### src/rx_mode_pkg.sv
// Constants, register map and types for the receiver mode-control and sync-detect bank.
package rx_mode_pkg;
   localparam int ADDR_W = 8;
   // Register indexes; the byte address of each register is four times its index.
   localparam logic [7:0] IDX_CLAMP_CLK = 8'h0f;
   localparam logic [7:0] IDX_OUT_MODE = 8'h10;
   localparam logic [7:0] IDX_SYNC_STAT = 8'h11;
   localparam logic [7:0] IDX_IRQ_STAT = 8'h20;
   localparam logic [7:0] IDX_IRQ_MASK = 8'h21;
   localparam logic [ADDR_W-1:0] ADDR_CLAMP_CLK = ADDR_W'(IDX_CLAMP_CLK * 4);
   localparam logic [ADDR_W-1:0] ADDR_OUT_MODE = ADDR_W'(IDX_OUT_MODE * 4);
   localparam logic [ADDR_W-1:0] ADDR_SYNC_STAT = ADDR_W'(IDX_SYNC_STAT * 4);
   localparam logic [ADDR_W-1:0] ADDR_IRQ_STAT = ADDR_W'(IDX_IRQ_STAT * 4);
   localparam logic [ADDR_W-1:0] ADDR_IRQ_MASK = ADDR_W'(IDX_IRQ_MASK * 4);
   // Field positions of clamp_clock_source_config.
   localparam int F_HS_POL = 7;
   localparam int F_COAST_POL = 6;
   localparam int F_CLAMP_SRC = 5;
   localparam int F_CLAMP_LVL = 4;
   localparam int F_CLK_SRC = 3;
   localparam int F_CLAMP_MID_RED = 2;
   // Field positions of output_mode_config.
   localparam int F_CLK_INV = 7;
   localparam int F_PIX_SEL = 6;
   localparam int F_DRIVE_HI = 5;
   localparam int F_DRIVE_LO = 4;
   localparam int F_OUT_OFF = 3;
   localparam int F_DET_POL = 2;
   // Field positions of sync_activity_status; irq bits use the same order.
   localparam int F_HS_ACT = 7;
   localparam int F_GREEN_ACT = 6;
   localparam int F_VS_ACT = 5;
   localparam logic [7:0] RST_CLAMP_CLK = 8'hd0;
   localparam logic [7:0] RST_OUT_MODE = 8'h30;
   localparam logic [7:0] MASK_OUT_MODE = 8'hfc;
   localparam logic [7:0] MASK_ACT = 8'he0;
   localparam logic [1:0] RESP_OKAY = 2'h0;
   localparam logic [1:0] RESP_SLVERR = 2'h2;
   localparam int CLK_PERIOD_PS = 5000;
   localparam int ACT_TIMEOUT_US = 400;
   localparam int ACT_TIMEOUT_CYC = (ACT_TIMEOUT_US * 1000000) / CLK_PERIOD_PS;
   localparam int ACT_CNT_W = 17;
   localparam int PIX_W = 24;
   localparam int PLL_DIV_W = 12;
   localparam int PHASE_W = 5;
   typedef enum logic [1:0] {
      DRIVE_LOW = 2'b00,
      DRIVE_MED = 2'b01,
      DRIVE_HIGH = 2'b10
   } drive_level_t;
endpackage

### src/sync_2ff.sv
// Two-flop synchroniser for pin inputs.
`timescale 1ns/1ps
module sync_2ff #(
   parameter int W = 1
) (
   input wire logic aclk,
   input wire logic aresetn,
   input wire logic [W-1:0] d,
   output logic [W-1:0] q
);
   logic [W-1:0] meta_r;
   always_ff @(posedge aclk) begin
      if (!aresetn) begin
         meta_r <= '0;
         q <= '0;
      end else begin
         meta_r <= d;
         q <= meta_r;
      end
   end
endmodule

### src/activity_detect.sv
// Edge-driven activity flag with a retriggerable timeout.
`timescale 1ns/1ps
module activity_detect #(
   parameter int TIMEOUT = rx_mode_pkg::ACT_TIMEOUT_CYC
) (
   input wire logic aclk,
   input wire logic aresetn,
   input wire logic sig_s,
   output logic active
);
   logic prev_r;
   logic [1:0] arm_r;
   logic [rx_mode_pkg::ACT_CNT_W-1:0] cnt_r;
   // The synchroniser still holds its reset value for the first cycles after reset, so a
   // pin that idles high would look like an edge; edges are ignored until it has filled.
   always_ff @(posedge aclk) begin
      if (!aresetn) begin
         arm_r <= 2'h0;
      end else if (arm_r != 2'h3) begin
         arm_r <= arm_r + 2'h1;
      end
   end
   // Any edge reloads the window; a line held at either level runs it down to idle.
   always_ff @(posedge aclk) begin
      if (!aresetn) begin
         prev_r <= 1'b0;
         cnt_r <= '0;
         active <= 1'b0;
      end else begin
         prev_r <= sig_s;
         if (sig_s != prev_r && arm_r == 2'h3) begin
            cnt_r <= rx_mode_pkg::ACT_CNT_W'(TIMEOUT - 1);
            active <= 1'b1;
         end else if (cnt_r != '0) begin
            cnt_r <= cnt_r - 1'b1;
         end else begin
            active <= 1'b0;
         end
      end
   end
endmodule

### src/rx_mode_regs.sv
// Mode-control and sync-activity register bank with AXI4-Lite access.
`timescale 1ns/1ps
module rx_mode_regs #(
   parameter int ACT_TIMEOUT = rx_mode_pkg::ACT_TIMEOUT_CYC
) (
   input wire logic aclk,
   input wire logic aresetn,
   input wire logic [rx_mode_pkg::ADDR_W-1:0] s_axi_awaddr,
   input wire logic s_axi_awvalid,
   output logic s_axi_awready,
   input wire logic [31:0] s_axi_wdata,
   input wire logic [3:0] s_axi_wstrb,
   input wire logic s_axi_wvalid,
   output logic s_axi_wready,
   output logic [1:0] s_axi_bresp,
   output logic s_axi_bvalid,
   input wire logic s_axi_bready,
   input wire logic [rx_mode_pkg::ADDR_W-1:0] s_axi_araddr,
   input wire logic s_axi_arvalid,
   output logic s_axi_arready,
   output logic [31:0] s_axi_rdata,
   output logic [1:0] s_axi_rresp,
   output logic s_axi_rvalid,
   input wire logic s_axi_rready,
   input wire logic hsync_pin,
   input wire logic green_embedded_sync,
   input wire logic vsync_pin,
   input wire logic clamp_strobe_pin,
   input wire logic internal_clamp,
   input wire logic digital_mode,
   input wire logic [rx_mode_pkg::PLL_DIV_W-1:0] pll_divide_ratio,
   input wire logic [rx_mode_pkg::PHASE_W-1:0] phase_adjust,
   input wire logic [rx_mode_pkg::PIX_W-1:0] pixel_in,
   input wire logic pixel_valid,
   output logic clamp_active,
   output logic [2:0] clamp_to_midscale,
   output logic pixel_clock_source,
   output logic [rx_mode_pkg::PLL_DIV_W-1:0] pll_divide_applied,
   output logic [rx_mode_pkg::PHASE_W-1:0] phase_applied,
   output logic output_clock_invert,
   output logic [rx_mode_pkg::PIX_W-1:0] even_port,
   output logic [rx_mode_pkg::PIX_W-1:0] odd_port,
   output logic port_strobe,
   output logic [1:0] drive_level,
   output logic data_oe,
   output logic green_sync_output_oe,
   output logic reference_output_oe,
   output logic sync_detect_out,
   output logic irq
);
   logic [7:0] cfg_clamp_r;
   logic [7:0] cfg_out_r;
   logic [2:0] irq_stat_r;
   logic [2:0] irq_mask_r;
   logic [2:0] act;
   logic [2:0] act_prev_r;
   logic [3:0] pins_s;
   logic [rx_mode_pkg::ADDR_W-1:0] aw_addr_r;
   logic [31:0] w_data_r;
   logic [3:0] w_strb_r;
   logic aw_have_r;
   logic w_have_r;
   logic wr_fire;
   logic rd_fire;
   logic stat_rd_clr;
   logic [31:0] rd_data_nxt;
   logic rd_err_nxt;
   logic pix_phase_r;
   logic [rx_mode_pkg::PIX_W-1:0] pix_hold_r;
   logic [7:0] stat_byte;
   logic any_act;

   // ----------------------------------------------------------------
   // Pin synchronisation and activity detection
   // ----------------------------------------------------------------
   sync_2ff #(.W(4)) u_pin_sync (
      .aclk(aclk),
      .aresetn(aresetn),
      .d({hsync_pin, green_embedded_sync, vsync_pin, clamp_strobe_pin}),
      .q(pins_s)
   );

   for (genvar i = 0; i < 3; i++) begin : g_act
      activity_detect #(.TIMEOUT(ACT_TIMEOUT)) u_act (
         .aclk(aclk),
         .aresetn(aresetn),
         .sig_s(pins_s[i+1]),
         .active(act[i])
      );
   end

   // act[2] hsync, act[1] green sync, act[0] vsync.
   assign stat_byte = {act, 5'h00};
   assign any_act = |act;

   // ----------------------------------------------------------------
   // AXI4-Lite write channel
   // ----------------------------------------------------------------
   assign wr_fire = aw_have_r && w_have_r && !s_axi_bvalid;

   always_ff @(posedge aclk) begin
      if (!aresetn) begin
         aw_have_r <= 1'b0;
         w_have_r <= 1'b0;
         aw_addr_r <= '0;
         w_data_r <= '0;
         w_strb_r <= '0;
         s_axi_awready <= 1'b0;
         s_axi_wready <= 1'b0;
         s_axi_bvalid <= 1'b0;
         s_axi_bresp <= rx_mode_pkg::RESP_OKAY;
      end else begin
         s_axi_awready <= !aw_have_r && !(s_axi_awvalid && s_axi_awready);
         s_axi_wready <= !w_have_r && !(s_axi_wvalid && s_axi_wready);
         if (s_axi_awvalid && s_axi_awready) begin
            aw_have_r <= 1'b1;
            aw_addr_r <= s_axi_awaddr;
         end
         if (s_axi_wvalid && s_axi_wready) begin
            w_have_r <= 1'b1;
            w_data_r <= s_axi_wdata;
            w_strb_r <= s_axi_wstrb;
         end
         if (wr_fire) begin
            aw_have_r <= 1'b0;
            w_have_r <= 1'b0;
            s_axi_bvalid <= 1'b1;
            s_axi_bresp <= (aw_addr_r == rx_mode_pkg::ADDR_CLAMP_CLK ||
                            aw_addr_r == rx_mode_pkg::ADDR_OUT_MODE ||
                            aw_addr_r == rx_mode_pkg::ADDR_SYNC_STAT ||
                            aw_addr_r == rx_mode_pkg::ADDR_IRQ_STAT ||
                            aw_addr_r == rx_mode_pkg::ADDR_IRQ_MASK) ?
                           rx_mode_pkg::RESP_OKAY : rx_mode_pkg::RESP_SLVERR;
         end else if (s_axi_bvalid && s_axi_bready) begin
            s_axi_bvalid <= 1'b0;
         end
      end
   end

   // Only byte lane 0 carries register bits; status registers ignore writes.
   always_ff @(posedge aclk) begin
      if (!aresetn) begin
         cfg_clamp_r <= rx_mode_pkg::RST_CLAMP_CLK;
         cfg_out_r <= rx_mode_pkg::RST_OUT_MODE;
         irq_mask_r <= '0;
      end else if (wr_fire && w_strb_r[0]) begin
         if (aw_addr_r == rx_mode_pkg::ADDR_CLAMP_CLK) begin
            cfg_clamp_r <= w_data_r[7:0];
         end
         if (aw_addr_r == rx_mode_pkg::ADDR_OUT_MODE) begin
            cfg_out_r <= w_data_r[7:0] & rx_mode_pkg::MASK_OUT_MODE;
         end
         if (aw_addr_r == rx_mode_pkg::ADDR_IRQ_MASK) begin
            irq_mask_r <= w_data_r[rx_mode_pkg::F_HS_ACT:rx_mode_pkg::F_VS_ACT];
         end
      end
   end

   // ----------------------------------------------------------------
   // AXI4-Lite read channel
   // ----------------------------------------------------------------
   assign rd_fire = s_axi_arvalid && s_axi_arready;
   assign stat_rd_clr = rd_fire && s_axi_araddr == rx_mode_pkg::ADDR_IRQ_STAT;

   always_comb begin
      rd_data_nxt = '0;
      rd_err_nxt = 1'b0;
      unique case (s_axi_araddr)
         rx_mode_pkg::ADDR_CLAMP_CLK: rd_data_nxt[7:0] = cfg_clamp_r;
         rx_mode_pkg::ADDR_OUT_MODE: rd_data_nxt[7:0] = cfg_out_r;
         rx_mode_pkg::ADDR_SYNC_STAT: rd_data_nxt[7:0] = stat_byte;
         rx_mode_pkg::ADDR_IRQ_STAT: rd_data_nxt[7:0] = {irq_stat_r, 5'h00};
         rx_mode_pkg::ADDR_IRQ_MASK: rd_data_nxt[7:0] = {irq_mask_r, 5'h00};
         default: rd_err_nxt = 1'b1;
      endcase
   end

   always_ff @(posedge aclk) begin
      if (!aresetn) begin
         s_axi_arready <= 1'b0;
         s_axi_rvalid <= 1'b0;
         s_axi_rdata <= '0;
         s_axi_rresp <= rx_mode_pkg::RESP_OKAY;
      end else begin
         s_axi_arready <= !s_axi_rvalid && !rd_fire;
         if (rd_fire) begin
            s_axi_rvalid <= 1'b1;
            s_axi_rdata <= rd_data_nxt;
            s_axi_rresp <= rd_err_nxt ? rx_mode_pkg::RESP_SLVERR : rx_mode_pkg::RESP_OKAY;
         end else if (s_axi_rvalid && s_axi_rready) begin
            s_axi_rvalid <= 1'b0;
         end
      end
   end

   // ----------------------------------------------------------------
   // Interrupts: any change of an activity flag is an event
   // ----------------------------------------------------------------
   // A change in the same cycle as the clearing read stays set, so no event is lost.
   always_ff @(posedge aclk) begin
      if (!aresetn) begin
         act_prev_r <= '0;
         irq_stat_r <= '0;
         irq <= 1'b0;
      end else begin
         act_prev_r <= act;
         irq_stat_r <= (stat_rd_clr ? 3'h0 : irq_stat_r) | (act ^ act_prev_r);
         irq <= |(irq_stat_r & irq_mask_r);
      end
   end

   // ----------------------------------------------------------------
   // Clamp and clock source control
   // ----------------------------------------------------------------
   always_ff @(posedge aclk) begin
      if (!aresetn) begin
         clamp_active <= 1'b0;
         clamp_to_midscale <= '0;
         pixel_clock_source <= 1'b0;
         pll_divide_applied <= '0;
         phase_applied <= '0;
      end else begin
         if (cfg_clamp_r[rx_mode_pkg::F_CLAMP_SRC]) begin
            clamp_active <= pins_s[0] ^ cfg_clamp_r[rx_mode_pkg::F_CLAMP_LVL];
         end else begin
            clamp_active <= internal_clamp;
         end
         clamp_to_midscale <= cfg_clamp_r[rx_mode_pkg::F_CLAMP_MID_RED -: 3];
         pixel_clock_source <= cfg_clamp_r[rx_mode_pkg::F_CLK_SRC];
         // The divider holds its last internal-mode ratio so a switch back is glitch free.
         if (!cfg_clamp_r[rx_mode_pkg::F_CLK_SRC]) begin
            pll_divide_applied <= pll_divide_ratio;
         end
         phase_applied <= phase_adjust;
      end
   end

   // ----------------------------------------------------------------
   // Output formatting, drive and enables
   // ----------------------------------------------------------------
   always_ff @(posedge aclk) begin
      if (!aresetn) begin
         output_clock_invert <= 1'b0;
         drive_level <= rx_mode_pkg::DRIVE_HIGH;
         data_oe <= 1'b0;
         green_sync_output_oe <= 1'b0;
         reference_output_oe <= 1'b0;
         sync_detect_out <= 1'b0;
      end else begin
         output_clock_invert <= digital_mode && cfg_out_r[rx_mode_pkg::F_CLK_INV];
         if (cfg_out_r[rx_mode_pkg::F_DRIVE_HI]) begin
            drive_level <= rx_mode_pkg::DRIVE_HIGH;
         end else if (cfg_out_r[rx_mode_pkg::F_DRIVE_LO]) begin
            drive_level <= rx_mode_pkg::DRIVE_MED;
         end else begin
            drive_level <= rx_mode_pkg::DRIVE_LOW;
         end
         data_oe <= !cfg_out_r[rx_mode_pkg::F_OUT_OFF];
         green_sync_output_oe <= 1'b1;
         reference_output_oe <= 1'b1;
         sync_detect_out <= any_act ^ cfg_out_r[rx_mode_pkg::F_DET_POL];
      end
   end

   // Two-pixel mode buffers the first pixel so both ports change together.
   always_ff @(posedge aclk) begin
      if (!aresetn) begin
         pix_phase_r <= 1'b0;
         pix_hold_r <= '0;
         even_port <= '0;
         odd_port <= '0;
         port_strobe <= 1'b0;
      end else begin
         port_strobe <= 1'b0;
         if (!digital_mode || !cfg_out_r[rx_mode_pkg::F_PIX_SEL]) begin
            pix_phase_r <= 1'b0;
         end
         if (digital_mode && pixel_valid) begin
            if (!cfg_out_r[rx_mode_pkg::F_PIX_SEL]) begin
               even_port <= pixel_in;
               port_strobe <= 1'b1;
            end else if (!pix_phase_r) begin
               pix_hold_r <= pixel_in;
               pix_phase_r <= 1'b1;
            end else begin
               even_port <= pix_hold_r;
               odd_port <= pixel_in;
               port_strobe <= 1'b1;
               pix_phase_r <= 1'b0;
            end
         end
      end
   end
endmodule

### config.mk
export PLATFORM = sky130hd
export DESIGN_NAME = rx_mode_regs
export DESIGN_NICKNAME = d
export VERILOG_FILES = /design/src/rx_mode_pkg.sv /design/src/sync_2ff.sv /design/src/activity_detect.sv /design/src/rx_mode_regs.sv
export SDC_FILE = /design/constraint.sdc
export NUM_CORES = 1
export LEC_CHECK = 0
export BUFFER_PORTS_ARGS = -buffer_cell sky130_fd_sc_hd__buf_4
export CAP_MARGIN = 25
export CORE_MARGIN = 10
export CORE_UTILIZATION = 38
export DETAILED_ROUTE_END_ITERATION = 10
export SETUP_SLACK_MARGIN = 0.4
export SLEW_MARGIN = 20
export SYNTH_ARGS = -nofsm -noshare
export SYNTH_HDL_FRONTEND = slang
export SYNTH_SLANG_ARGS = --single-unit
export TNS_END_PERCENT = 30
### constraint.sdc
create_clock -name aclk -period 2.1 [get_ports aclk]
set_clock_uncertainty 0.05 [all_clocks]
set_input_delay 0.525 -clock aclk [delete_from_list [all_inputs] [get_ports aclk]]
set_output_delay 0.525 -clock aclk [all_outputs]
set_load 0.01 [all_outputs]
### Yosys cells after proc, flatten, opt, wreduce, memory -nomap -nowiden

Index checks and enable logic that the tools add are counted.

| cells by class | value |
|---|---|
| equal/unequal tests | 23 |
| reductions and logical operators | 55 |
| bitwise gates (word level) | 7 |
| add/sub/neg operators | 6 |
| multiplexer cells | 31 |

Operator list:

| cell | number |
|---|---|
| $mux 17 | 6 |
| $reduce_bool 17->1 | 3 |
| $sub 17x1->17 const B | 3 |
| $mux 24 | 2 |
| $pmux 8 s5 | 1 |
| $eq 8x7->1 const B | 4 |
| $eq 8x8->1 const B | 4 |
| $mux 1 | 19 |
| $logic_and 1x1->1 | 17 |
| $eq 8x6->1 const B | 2 |
| $logic_not 1->1 | 10 |
| $reduce_and 2->1 | 5 |
| $reduce_bool 2->1 | 5 |
| $reduce_or 2->1 | 5 |
| $ne 2x1->1 const B | 4 |
| $add 2x1->2 const B | 3 |
| $eq 2x2->1 const B | 3 |
| $ne 2x2->1 const B | 3 |
| $reduce_and 3->1 | 2 |
| $reduce_or 3->1 | 2 |
| $logic_or 1x1->1 | 5 |
| $reduce_or 5->1 | 1 |
| $mux 2 | 2 |
| $and 3x3->3 | 1 |
| 6 further kinds | 10 |

| storage, ports and cells | value |
|---|---|
| bits in registers | 233 |
| logic and storage cells | 173 |
| output and inout port bits | 120 |

### Longest topological paths before layout

| logic depth | value |
|---|---|
| depth in word-level cells | 6 |
| gate-level depth with buffers | 7 |
| gate-level depth less buffers | 6 |

### Cells and area by module

Synthesis repeated with hierarchy kept, for this count alone.

| unflattened totals | value |
|---|---|
| cell total of the unflattened synthesis | 1079 |
| area, all modules | 9764.4 um^2 |

By module, submodules not included:

| module | area an instance (um^2) | cells an instance | times used |
|---|---|---|---|
| rx_mode_regs | 6188.4 | 693 | 1 |
| activity_detect (g_act[0].u_act ...) | 1148.6 | 124 | 2 |
| activity_detect (g_act[2].u_act) | 1068.5 | 122 | 1 |
| sync_2ff | 210.2 | 16 | 1 |

### Least setup slack after synthesis

No wires, ideal clock.

| timing | value |
|---|---|
| kind | register to register |
| from | register g_act[1].u_act.cnt_r[0] (netlist bit) |
| to | register g_act[1].u_act.cnt_r[14] (netlist bit) |
| slack | -0.162 ns |
| data arrival time | 2.142 ns |
| cell stages (with the launch flop) | 7 |
| period minus slack after synthesis | 2.262 ns |
| data required time | 1.980 ns |
| path buffers | 0 |
| path through | dfxtp_1 inv_1 ha_1 or3b_2 or4_4 or4b_1 a21oi_1 |

| between the ends | value |
|---|---|
| longest elaborated chain between the ends | 1 |
| elaborated cells on any way between the ends | 2 |
| those cells by class | 1 x add/sub; 1 x reduce/logical |

RTL lines:

| item | RTL line | text |
|---|---|---|
| start, declared | activity_detect.sv:13 | `logic [rx_mode_pkg::ACT_CNT_W-1:0] cnt_r;` |
| start signal, assigned | activity_detect.sv:32 | `cnt_r <= rx_mode_pkg::ACT_CNT_W'(TIMEOUT - 1);` |
| start signal, assigned | activity_detect.sv:35 | `cnt_r <= cnt_r - 1'b1;` |
| $sub 17x1->17 or $reduce_bool 17->1 (tied branches) | activity_detect.sv:35, activity_detect.sv:34 |  |

Parallel ways exist; a longest one is shown, timed or not.
A chain may end at the register's enable or synchronous reset.

### Worst setup path in the final report

Ends and elaborated chain as after synthesis.

==> impl_metrics.ini <==
[power]
share_comb_of_total_power_pct = 40.0
powerDensity_mw_per_mm2 = 1310
p_total_mw = 17.0
p_sw_share_pct = 33.1
power_frac_clock_pct = 26.0
p_switching_mw = 5.63
p_int_mw = 11.4
power.leakage_nw = 5.16
p_seq_share_pct = 34.0
ir_worst_vdd_mv = 0.688

[setup_path]
startpoint_type = flop
cpPeakStageDelay_ns = 0.49
r2r_cells = 6
worst-path-stages = 6
crit_family = simple AND/OR/NAND/NOR gates
reg2reg_from = g_act[1].u_act.cnt_r[0]
path_cells = inv_4, ha_4, or3b_4, or4_4, or4b_4, a21oi_2
r2r_end = g_act[1].u_act.cnt_r[14]
cp_max_fo = 4
crit_buf_inv = 1
criticalPathCategory = flop to flop
end_kind = flop
critPathCapture = g_act[1].u_act.cnt_r[14]
reg2reg_slack_ns = 0.02
crit_start = g_act[1].u_act.cnt_r[0]
slowest_stage = or4b_4
cp.arrival_ns = 2.47
worstPathRequired_ns = 2.49

[drt]
vias_per_cell = 5.09
drc_errors = 0
wire_per_inst_um = 16.4
wirelength_um = 26900
drtIter0Drc = 366
num_vias = 8331
route.antenna.remaining_nets = 0
dr.pass1.iters = 5

[finish]
drive_above_1_share_pct = 31.0
fin_nets = 1413
syn2layout_area_growth_pct = 36.0
nFillCells = 2303
n_antenna_cell = 0
fin_util_pct = 52.9

[clock_tree]
clk_pin_slew_worst_paths_ns = 0.06
clock_latency_ns = 0.51
ctsLongestPathBuffers = 3
cts_sinks = 231
cts_tree = yes
ctsHoldBuffers = 0
numCtsBuffers = 25
cts_max_level = 1
ctsRootBufferMaster = clkbuf_16

[sta]
rsz0062_at_grt = yes
tightest_slew_ns = 0.529
fmax_mhz = 480
min_period_ns = 2.08
finalCritPeriodShare_pct = 99.2
relSlewSlack_pct = 64.7
drv_slew = 0
whs_ns = 0.172
tns_ns = 0
report.final.hold_viol_count = 0
setup_viol = 0

[global_routing]
antenna_found_initial = 1
grt_max_degree = 49
track_usage_pct = 15.9
grt_pass1_wl_um = 42100
grt-ovfl-total = 0
grt_pass1_vias = 8076

[synthesis]
async_flop_share_pct = 0
synth_seq_cells = 231
yosysWarnings = 0
yosys_most_used_dff = dfxtp_1
synth.distinct_cells = 61
synth-edff-count = 0
synth_area_mm2 = 0.00952
synthCells = 1077
postSynthAreaPerCell_um2 = 8.84
ys_seq_area_share_pct = 48.6

[placed_design]
dpl.hpwl_um = 18600
gp_congestion = 0.784
portBuffers = 173

[job]
drv_cap = 0

[outcome]
outcome = finished clean

[hold_path]
hold_class = input port to flop

[die]
ios = 227
die_width_um = 178
floorplan.initialDensity_pct = 38.9
fp.dieH_um = 178
core_mm2 = 0.0245
die_area_mm2 = 0.0318
num_rows = 57
[cell usage after synthesis (8+ instances only)]
library cell	n	area, µm²
o21ai_0	24	120
a211oi_1	25	188
xor2_1	12	105
or3_1	13	81.3
o31ai_1	15	113
clkbuf_1	48	180
dfxtp_1	231	4620
a31oi_1	19	119
nand2b_1	10	62.6
nor3_1	14	70.1
buf_1	8	30.0
and2_1	33	206
nand2_1	172	646
a21oi_1	110	551
buf_4	27	203
nand3_1	16	80.1
ha_1	9	113
inv_1	10	37.5
mux2i_1	55	551
or4_1	22	165
nor4_1	14	87.6
nand4_1	11	68.8
nor2_1	84	315
[registers in the layout, indices dropped and copies added (netlist names), 8 cells and up]
register and cells:
g_act.u_act.cnt_r 51, aw_addr_r 8, even_port 24, w_data_r 8, cfg_clamp_r 8, pll_divide_applied 12, pix_hold_r 24, s_axi_rdata 8
odd_port 24
[cell usage in the layout (no fill, tap or decap), types with 5 or more instances in the layout]
master,instances
clkinv_2,9
nand4_1,11
buf_6,14
a31oi_1,19
conb_1,26
a21oi_1,100
and3_1,5
xor2_1,12
and2_1,33
ha_4,5
nor3_1,13
nand2b_1,7
nand3_1,15
nor2_1,82
mux2i_1,55
nand2_1,171
or4_4,14
a211oi_1,25
nand3b_1,7
dfxtp_2,15
o41ai_2,5
or4_1,11
dfxtp_4,8
o21ai_0,22
nor4_1,6
or3_1,9
o31ai_1,14
a21oi_2,10
clkbuf_16,25
dfxtp_1,208
nor4_4,7
inv_4,5
buf_4,236
[area by class of cell]
type	instances	area (µm²)	share of cell area (%)
multi-input cells	774	4960	38.4
flip-flops and latches	231	4670	36.1
repair buffers	254	2010	15.5
clock buffers	31	688	5.32
well taps	324	405	3.13
clock inverters	13	144	1.11
inverters	11	58.8	0.454
[power by group through the flow]
stage | Sequential [mW] | Combinational, mW | Clock, mW
2_1_floorplan | 5.62 | 3.51 | 0
3_3_place_gp | 5.67 | 4.89 | 0
3_5_place_dp | 5.69 | 4.98 | 0
4_1_cts | 5.63 | 5.60 | 4.54
5_1_grt | 5.87 | 7.41 | 4.71
6_report | 5.78 | 6.81 | 4.43
[per-layer routing]
metal	vias to the layer above	wire length (µm)	global-route usage (%)
li1	4213	-	-
met1	3922	11400	19.3
met2	167	13100	26.9
met3	29	1910	5.10
met4	0	466	3.58
met5	-	0	0
[timing repair]
action / 4_1_cts / 5_1_grt
resized for setup: 21 / 88
pin swaps: 17 / 65
hold endpoints to repair: 0 / 0
buffers inserted: 22 / 8
setup endpoints to repair: 55 / 66
[stage by stage]
stage               setup WS (ns)  cells  area [µm²]
global route              -0.0545   1638       12900
detailed placement         0.0213   1564       11500
floorplan                  0.0451   1102        9780
global placement           0.0328   1564       11500
finish                     0.0168   1638       12900
CTS                        0.0429   1630       12500
[cell families after synthesis]
kind of cell / after synthesis / share of synthesized area [%]
simple gates: 438 / 23.1
flops: 231 / 48.6
compound gates: 228 / 14.6
buf+inv: 97 / 5.00
mux: 56 / 5.90
xor+xnor: 17 / 1.56
fa+ha+maj: 9 / 1.18
other cells: 1 / 0.0394
[worst min path at each step]
stage,start,to,slack [ns],cells after the start
after global routing,vsync_pin,u_pin_sync.meta_r[1],0.16,2
after detailed placement,u_pin_sync.meta_r[0],u_pin_sync.q[0],0.37,1
final,vsync_pin,u_pin_sync.meta_r[1],0.17,2
after floorplan,u_pin_sync.meta_r[0],u_pin_sync.q[0],0.36,1
after CTS,vsync_pin,u_pin_sync.meta_r[1],0.15,2
after global placement,u_pin_sync.meta_r[1],u_pin_sync.q[1],0.37,1
Note: power is estimated with default switching activity, not from simulation.
